`src/logic/exec_pkg.sv`:
```
package exec_pkg;

    // ****************************************
    // Opcode values and decode masks
    // ****************************************
    localparam logic [7:0] OP_DECIMAL_ADJUST = 8'hD4;
    localparam logic [7:0] OP_SUB_ONE_ACC = 8'h14;
    localparam logic [7:0] OP_SUB_ONE_DIR = 8'h15;
    localparam logic [7:0] OP_SUB_ONE_BANK = 8'h18;
    localparam logic [7:0] OP_SUB_ONE_IND = 8'h16;
    localparam logic [7:0] OP_ADD_ONE_ACC = 8'h04;
    localparam logic [7:0] OP_ADD_ONE_DIR = 8'h05;
    localparam logic [7:0] OP_ADD_ONE_BANK = 8'h08;
    localparam logic [7:0] OP_ADD_ONE_IND = 8'h06;
    localparam logic [7:0] OP_DIVIDE = 8'h84;
    localparam logic [7:0] OP_COUNT_DOWN_BANK = 8'hD8;
    localparam logic [7:0] OP_COUNT_DOWN_DIR = 8'hD5;
    localparam logic [7:0] OP_POINTER_INC = 8'hA3;
    localparam logic [7:0] OP_BRANCH_IF_BIT_SET = 8'h20;
    localparam logic [7:0] OP_BRANCH_BIT_SET_THEN_CLEAR = 8'h10;
    localparam logic [7:0] OP_BRANCH_IF_CARRY = 8'h40;
    localparam logic [7:0] MASK_BANK = 8'hF8;
    localparam logic [7:0] MASK_IND = 8'hFE;

    // ****************************************
    // Arithmetic constants and cycle counts
    // ****************************************
    localparam logic [3:0] BCD_DIGIT_MAX = 4'h9;
    localparam logic [8:0] BCD_LOW_FIX = 9'h006;
    localparam logic [8:0] BCD_HIGH_FIX = 9'h060;
    localparam logic [7:0] BYTE_ONE = 8'h01;
    localparam logic [7:0] BYTE_ZERO = 8'h00;
    localparam logic [15:0] WORD_ONE = 16'h0001;
    localparam int CYCLES_SHORT = 1;
    localparam int CYCLES_LONG = 2;

    // ****************************************
    // Request and result carriers
    // ****************************************
    typedef struct packed {
        logic [7:0] opcode;
        logic [7:0] byte2;
        logic [7:0] byte3;
        logic [15:0] pc_next;
        logic [7:0] acc;
        logic [7:0] b_reg;
        logic [7:0] operand_pin;
        logic [7:0] operand_latch;
        logic operand_is_port;
        logic bit_pin;
        logic bit_latch;
        logic bit_is_port;
        logic [15:0] data_pointer;
        logic carry;
        logic auxiliary_carry;
        logic arith_error_flag;
    } exec_req_type;

    typedef struct packed {
        logic [7:0] acc;
        logic acc_we;
        logic [7:0] b_reg;
        logic b_we;
        logic [7:0] operand;
        logic operand_we;
        logic bit_clear;
        logic carry;
        logic carry_we;
        logic arith_error_flag;
        logic arith_error_we;
        logic [15:0] data_pointer;
        logic data_pointer_we;
        logic branch_taken;
        logic [15:0] target;
        logic unknown_opcode;
    } exec_res_type;

endpackage

```
`src/logic/bcd_incdec_divide_branch_exec.sv`:
```
`timescale 1ns/1ps
module bcd_incdec_divide_branch_exec #(
    parameter int PC_WIDTH = 16
) (
    // Clock and reset
    input wire logic i_ref_clk,
    input wire logic i_rst_n,
    // Request
    input wire logic i_start,
    input wire exec_pkg::exec_req_type i_req,
    output logic o_ready,
    // Result
    output logic o_done,
    output exec_pkg::exec_res_type o_res
);

    // ****************************************
    // Parameter check
    // ****************************************
    if (PC_WIDTH != 16) begin : g_bad_pc
        $error("PC_WIDTH must be 16");
    end
    // The sequencer has a single extra state, so only one- and two-cycle counts can be served
    if ((exec_pkg::CYCLES_SHORT != 1) || (exec_pkg::CYCLES_LONG != 2)) begin : g_bad_cycles
        $error("Cycle counts must be one and two");
    end

    typedef enum logic [0:0] {
        ST_IDLE,
        ST_SECOND
    } state_type;

    state_type state_q;
    logic done_q;
    exec_pkg::exec_res_type res_q;
    exec_pkg::exec_res_type res_d;
    int cycles_d;

    logic take;
    logic [7:0] opnd;
    logic bit_now;
    logic [7:0] offset;
    logic [15:0] branch_target;
    logic [8:0] da_low;
    logic [8:0] da_high;
    logic da_carry_mid;
    logic [7:0] op_minus;
    logic [7:0] op_plus;
    logic is_adjust;
    logic is_sub_acc;
    logic is_sub_mem;
    logic is_add_acc;
    logic is_add_mem;
    logic is_divide;
    logic is_count_bank;
    logic is_count_down;
    logic is_pointer_inc;
    logic is_bit_set;
    logic is_bit_clear;
    logic is_carry_branch;
    logic [7:0] div_rem [0:8];
    logic [7:0] div_quot;

    assign take = i_start && (state_q == ST_IDLE);
    assign o_ready = (state_q == ST_IDLE);
    assign o_done = done_q;
    assign o_res = res_q;

    // ****************************************
    // Instruction decode
    // ****************************************
    // Bank and indirect forms carry the register number in the low opcode bits, so those bits are masked
    assign is_adjust = (i_req.opcode == exec_pkg::OP_DECIMAL_ADJUST);
    assign is_sub_acc = (i_req.opcode == exec_pkg::OP_SUB_ONE_ACC);
    assign is_sub_mem = (i_req.opcode == exec_pkg::OP_SUB_ONE_DIR) ||
                        ((i_req.opcode & exec_pkg::MASK_BANK) == exec_pkg::OP_SUB_ONE_BANK) ||
                        ((i_req.opcode & exec_pkg::MASK_IND) == exec_pkg::OP_SUB_ONE_IND);
    assign is_add_acc = (i_req.opcode == exec_pkg::OP_ADD_ONE_ACC);
    assign is_add_mem = (i_req.opcode == exec_pkg::OP_ADD_ONE_DIR) ||
                        ((i_req.opcode & exec_pkg::MASK_BANK) == exec_pkg::OP_ADD_ONE_BANK) ||
                        ((i_req.opcode & exec_pkg::MASK_IND) == exec_pkg::OP_ADD_ONE_IND);
    assign is_divide = (i_req.opcode == exec_pkg::OP_DIVIDE);
    assign is_count_bank = ((i_req.opcode & exec_pkg::MASK_BANK) == exec_pkg::OP_COUNT_DOWN_BANK);
    assign is_count_down = is_count_bank || (i_req.opcode == exec_pkg::OP_COUNT_DOWN_DIR);
    assign is_pointer_inc = (i_req.opcode == exec_pkg::OP_POINTER_INC);
    assign is_bit_set = (i_req.opcode == exec_pkg::OP_BRANCH_IF_BIT_SET);
    assign is_bit_clear = (i_req.opcode == exec_pkg::OP_BRANCH_BIT_SET_THEN_CLEAR);
    assign is_carry_branch = (i_req.opcode == exec_pkg::OP_BRANCH_IF_CARRY);

    // ****************************************
    // Operand sources
    // ****************************************
    // A port operand that is modified must come from the latch; pins may be loaded externally
    assign opnd = i_req.operand_is_port ? i_req.operand_latch : i_req.operand_pin;
    assign bit_now = i_req.bit_is_port ? i_req.bit_latch : i_req.bit_pin;
    assign op_minus = opnd - exec_pkg::BYTE_ONE;
    assign op_plus = opnd + exec_pkg::BYTE_ONE;

    // ****************************************
    // Relative target
    // ****************************************
    always_comb begin
        offset = i_req.byte3;
        if (is_count_bank || is_carry_branch) begin
            offset = i_req.byte2;
        end
    end

    // Carry out of bit 15 is dropped, so the sum wraps
    assign branch_target = i_req.pc_next + {{8{offset[7]}}, offset};

    // ****************************************
    // Decimal adjust arithmetic
    // ****************************************
    always_comb begin
        da_low = {1'b0, i_req.acc};
        if ((i_req.acc[3:0] > exec_pkg::BCD_DIGIT_MAX) || i_req.auxiliary_carry) begin
            da_low = {1'b0, i_req.acc} + exec_pkg::BCD_LOW_FIX;
        end
        da_carry_mid = i_req.carry | da_low[8];
        da_high = {1'b0, da_low[7:0]};
        if ((da_low[7:4] > exec_pkg::BCD_DIGIT_MAX) || da_carry_mid) begin
            da_high = {1'b0, da_low[7:0]} + exec_pkg::BCD_HIGH_FIX;
        end
    end

    // ****************************************
    // Unsigned divide
    // ****************************************
    // Restoring divider unrolled into eight stages so the divide ends in one cycle; the cost is a long subtract chain
    assign div_rem[0] = exec_pkg::BYTE_ZERO;
    for (genvar k = 0; k < 8; k++) begin : g_div_stage
        logic [8:0] shifted;
        logic [8:0] trial;
        assign shifted = {div_rem[k], i_req.acc[7 - k]};
        // Bit 8 of the trial difference is the borrow: set when the divisor does not fit
        assign trial = shifted - {1'b0, i_req.b_reg};
        assign div_quot[7 - k] = ~trial[8];
        assign div_rem[k + 1] = trial[8] ? shifted[7:0] : trial[7:0];
    end

    // ****************************************
    // Execute decode
    // ****************************************
    always_comb begin
        res_d = '0;
        res_d.target = i_req.pc_next;
        cycles_d = exec_pkg::CYCLES_SHORT;
        if (is_adjust) begin
            res_d.acc = da_high[7:0];
            res_d.acc_we = 1'b1;
            // Carry may only rise; the error flag is not written at all
            res_d.carry = da_carry_mid | da_high[8];
            res_d.carry_we = 1'b1;
        end else if (is_sub_acc) begin
            res_d.acc = i_req.acc - exec_pkg::BYTE_ONE;
            res_d.acc_we = 1'b1;
        end else if (is_sub_mem) begin
            res_d.operand = op_minus;
            res_d.operand_we = 1'b1;
        end else if (is_add_acc) begin
            res_d.acc = i_req.acc + exec_pkg::BYTE_ONE;
            res_d.acc_we = 1'b1;
        end else if (is_add_mem) begin
            res_d.operand = op_plus;
            res_d.operand_we = 1'b1;
        end else if (is_divide) begin
            res_d.carry_we = 1'b1;
            res_d.arith_error_we = 1'b1;
            res_d.carry = 1'b0;
            if (i_req.b_reg == exec_pkg::BYTE_ZERO) begin
                // Quotient and remainder are undefined; both registers are left as they were
                res_d.arith_error_flag = 1'b1;
            end else begin
                res_d.acc = div_quot;
                res_d.b_reg = div_rem[8];
                res_d.acc_we = 1'b1;
                res_d.b_we = 1'b1;
            end
        end else if (is_count_down) begin
            cycles_d = exec_pkg::CYCLES_LONG;
            res_d.operand = op_minus;
            res_d.operand_we = 1'b1;
            if (op_minus != exec_pkg::BYTE_ZERO) begin
                res_d.branch_taken = 1'b1;
                res_d.target = branch_target;
            end
        end else if (is_pointer_inc) begin
            cycles_d = exec_pkg::CYCLES_LONG;
            res_d.data_pointer = i_req.data_pointer + exec_pkg::WORD_ONE;
            res_d.data_pointer_we = 1'b1;
        end else if (is_bit_set) begin
            cycles_d = exec_pkg::CYCLES_LONG;
            if (i_req.bit_pin) begin
                res_d.branch_taken = 1'b1;
                res_d.target = branch_target;
            end
        end else if (is_bit_clear) begin
            cycles_d = exec_pkg::CYCLES_LONG;
            if (bit_now) begin
                res_d.bit_clear = 1'b1;
                res_d.branch_taken = 1'b1;
                res_d.target = branch_target;
            end
        end else if (is_carry_branch) begin
            cycles_d = exec_pkg::CYCLES_LONG;
            if (i_req.carry) begin
                res_d.branch_taken = 1'b1;
                res_d.target = branch_target;
            end
        end else begin
            res_d.unknown_opcode = 1'b1;
        end
    end

    // ****************************************
    // Sequencing
    // ****************************************
    always_ff @(posedge i_ref_clk or negedge i_rst_n) begin
        if (!i_rst_n) begin
            state_q <= ST_IDLE;
        end else begin
            case (state_q)
                ST_IDLE: begin
                    if (take && (cycles_d == exec_pkg::CYCLES_LONG)) begin
                        state_q <= ST_SECOND;
                    end
                end
                ST_SECOND: begin
                    state_q <= ST_IDLE;
                end
                default: begin
                    state_q <= ST_IDLE;
                end
            endcase
        end
    end

    always_ff @(posedge i_ref_clk or negedge i_rst_n) begin
        if (!i_rst_n) begin
            done_q <= 1'b0;
        end else begin
            done_q <= (take && (cycles_d == exec_pkg::CYCLES_SHORT)) || (state_q == ST_SECOND);
        end
    end

    // Result is held stable from capture until the next request is taken
    always_ff @(posedge i_ref_clk or negedge i_rst_n) begin
        if (!i_rst_n) begin
            res_q <= '0;
        end else if (take) begin
            res_q <= res_d;
        end
    end

endmodule

```
`config.mk`:
```
export PLATFORM = sky130hd
export DESIGN_NAME = bcd_incdec_divide_branch_exec
export DESIGN_NICKNAME = d
export VERILOG_FILES = /design/src/logic/exec_pkg.sv /design/src/logic/bcd_incdec_divide_branch_exec.sv
export SDC_FILE = /design/constraint.sdc
export NUM_CORES = 1
export LEC_CHECK = 0
export BUFFER_PORTS_ARGS = -buffer_cell sky130_fd_sc_hd__buf_2
export CAP_MARGIN = 10
export CORE_ASPECT_RATIO = 1.2
export CORE_UTILIZATION = 45
export CTS_CLUSTER_DIAMETER = 50
export CTS_CLUSTER_SIZE = 10
export DETAILED_ROUTE_END_ITERATION = 10
export GPL_TIMING_DRIVEN = 0
export HOLD_SLACK_MARGIN = 0.05
export PLACE_DENSITY = 0.68
export SLEW_MARGIN = 0
export SYNTH_ARGS = -nofsm -noshare
export SYNTH_HDL_FRONTEND = slang
export SYNTH_SLANG_ARGS = --single-unit
```
`constraint.sdc`:
```
create_clock -name i_ref_clk -period 4.4 [get_ports i_ref_clk]
set_clock_uncertainty 0.1 [all_clocks]
set_input_delay 0.44 -clock i_ref_clk [delete_from_list [all_inputs] [get_ports i_ref_clk]]
set_output_delay 0.44 -clock i_ref_clk [all_outputs]
set_load 0.1 [all_outputs]
```
==> impl_metrics.py <==
metrics = {
    "run_status": {
        "outcome": "finished with violations",
        "violations": "negative setup slack",
    },
    "setup_path": {
        "end_kind": "flip-flop",
        "crit_top_cell": "a21oi_2",
        "cp_data_required_time_ns": 4.54,
        "worstPathMaxFanout": 8,
        "max_stage_delay_ns": 0.38,
        "crit_buf_inv": 11,
        "worstSetupPathType": "in2reg",
        "critPathArrivalTime_ns": 14.09,
        "startpoint_type": "input port",
        "crit_slowest_cell": "or3_1",
        "cp_top_family": "compound AO/OA/AOI/OAI gates",
    },
    "synthesis": {
        "synth.area.top_cells": "dfrtp_1, ha_1, xnor2_1",
        "synthMostInstantiatedCell": "nand2_1",
        "synth.distinct_cells": 80,
        "synth_enable_flop_cells": 0,
        "synth-simple-area-share_pct": 19.22,
        "netlist_area_um2": 8078,
        "yosysTopAreaCell": "dfrtp_1",
        "ys_seq_area_share_pct": 21.38,
        "syn_inst": 996,
        "synth-xor-area-share_pct": 10.10,
        "ys_top_cells_by_count": "nand2_1, ha_1, o21ai_0",
        "synth_top_area_share_pct": 21.38,
        "synth_fa_ha_area_share_pct": 15.24,
        "ys.flop_type": "dfrtp_1",
        "synth_area_per_cell_um2": 8.110,
        "synth_top_family_by_area": "compound AO/OA/AOI/OAI gates",
        "synth_compound_area_share_pct": 23.08,
        "muxShareOfSynthArea_pct": 6.537,
        "async_flop_share_pct": 100.0,
        "ys_warn_count": 0,
        "ys_ff_latch": 69,
    },
    "routing": {
        "wl_per_cell_um": 16.44,
        "post_drt_via_cell_ratio": 5.607,
        "ant_nets": 0,
        "drc": 0,
        "drt_iter0_drc": 415,
        "routed_wl_um": 24800,
        "firstDrtPassIters": 5,
        "vias": 8461,
    },
    "placement": {
        "placed_area_um2": 9450,
        "dp_slack_ns": -10.93,
        "portBuffers": 161,
        "post-dp-hpwl_um": 18240,
        "place.gp.congestion": 0.9032,
    },
    "final_layout": {
        "ff_latch_area_um2": 1727,
        "areaGrowthSynthToFinish_pct": 38.31,
        "post-route-util_pct": 63.57,
        "drive_gt1_share_pct": 35.25,
        "nets": 1473,
        "final_area_um2": 11170,
        "nFillCells": 1460,
        "multi_input_area_um2": 6744,
    },
    "sta": {
        "report.final.hold_viol_count": 0,
        "fin_crit_ns": 13.95,
        "clock.fmax_ghz": 0.07168,
        "rsz0062_at_grt": "true",
        "fin_ws_ns": -9.552,
        "worstMarginPinSlew_ns": 0.8808,
        "finalSetupTns_ns": -104.00,
        "drv_slew": 0,
        "setup_violations": 14,
        "fin_crit_sh_pct": 317.1,
        "maxSlewHeadroom_pct": 41.28,
    },
    "clock_tree": {
        "cts_tree": "done",
        "cts_buffer_depth": 2,
        "clockRootBuffer": "clkbuf_16",
        "clock-sinks": 69,
        "h-tree-depth": 3,
        "hold_buffers": 0,
        "clk_pin_slew_ns": 0.06,
        "clock_latency_ns": 0.33,
        "cts-buffers-inserted": 9,
    },
    "global_route": {
        "grt_pass1_vias": 8063,
        "gr-total-overflow": 0,
        "grt_max_degree": 70,
        "antenna_found_initial": 1,
        "grt_pass1_wl_um": 39160,
        "gr-usage-all-layers_pct": 25.75,
    },
    "run": {
        "cap_violations": 0,
    },
    "floorplan": {
        "core.rowCount": 53,
        "die_y_um": 148.8,
        "fp.dieW_um": 124.3,
        "io_pins": 167,
        "die-area_um2": 18490,
        "start_util_pct": 45.97,
        "core_area_um2": 17570,
    },
    "worst_hold_path": {
        "hp-class": "in2async",
    },
}
==> cells in the final DEF, fill, tap and decap left out, drive strengths merged, types with 19 or more instances in the layout <==
| master | instances |
|---|---|
| buf | 279 |
| xnor2 | 63 |
| nand2 | 107 |
| mux2 | 19 |
| mux2i | 31 |
| nor2 | 70 |
| nand3 | 35 |
| o21ai | 78 |
| ha | 84 |
| a21o | 28 |
| a21oi | 73 |
| xor2 | 30 |
| nor3 | 21 |
| clkbuf | 34 |
| inv | 55 |
| dfrtp | 69 |
| o21bai | 20 |
==> sequential cells by signal, summed over array words and instances (netlist names) <==
name     cells
o_res       67
o_done       1
state_q      1
==> what timing repair did <==
action | CTS | global route
setup buffers | 78 | 33
pin swaps | 80 | 79
setup endpoints to repair | 18 | 18
gates resized for setup | 59 | 53
gates cloned | 4 | 0
endpoints found under the hold margin | 0 | 0
==> per-stage QoR <==
step | cells | hold WS, ns
after global routing | 1508 | 0.1863
after CTS | 1475 | 0.1561
after global placement | 1379 | 0.3558
final | 1509 | 0.1099
after detailed placement | 1379 | 0.3582
after floorplan | 998 | 0.04441
==> cell families after synthesis <==
logic type,count (synthesis)
AO/OA/AOI/OAI,286
XOR/XNOR,91
adder cells (fa/ha/maj),94
buffers and inverters,88
flip-flops,69
multiplexers,50
other,1
AND/OR/NAND/NOR,317
==> worst register-to-register path, delay by kind of cell, from the launching register on <==
kind | cells | cell delay [ns]
compound gates | 2 | 0.41
buf+inv | 1 | 0.41
flops | 1 | 0.37
simple gates | 3 | 1.16
==> cell type report <==
class	count	area share (%)
clock inverters	6	0.7728
flip-flops and latches	69	15.46
repair buffers	275	15.61
clock buffers	10	2.049
diodes	1	0.02240
inverters	57	1.971
well taps	220	2.464
multi-input cells	843	60.36
plain buffers	28	1.288
==> worst paths after layout <==
kind	cells after the start	start	to	slack, ns
worst max-delay path	80	i_req[54]	o_res[50]	-9.55
worst min-delay path	1	i_rst_n	o_res[11]	0.11
worst max register to register	6	state_q	o_res[56]	1.87
worst min register to register	2	o_res[17]	o_res[17]	0.37
max in group asynchronous	1	i_rst_n	o_res[48]	3.49
min in group i_ref_clk	3	i_start	o_done	0.24
==> routing by layer <==
| layer | up-vias | global-route usage (%) | wire length (um) |
|---|---|---|---|
| met1 | 4016 | 29.71 | 10170 |
| met3 | 47 | 2.834 | 895 |
| met5 | - | 0 | 0 |
| met2 | 228 | 49.23 | 13100 |
| met4 | 0 | 8.253 | 631 |
| li1 | 4170 | - | - |
Power is left out: the tool's default activity adds up to more than one toggle a clock period on the data nets, which glitch-free logic cannot reach.
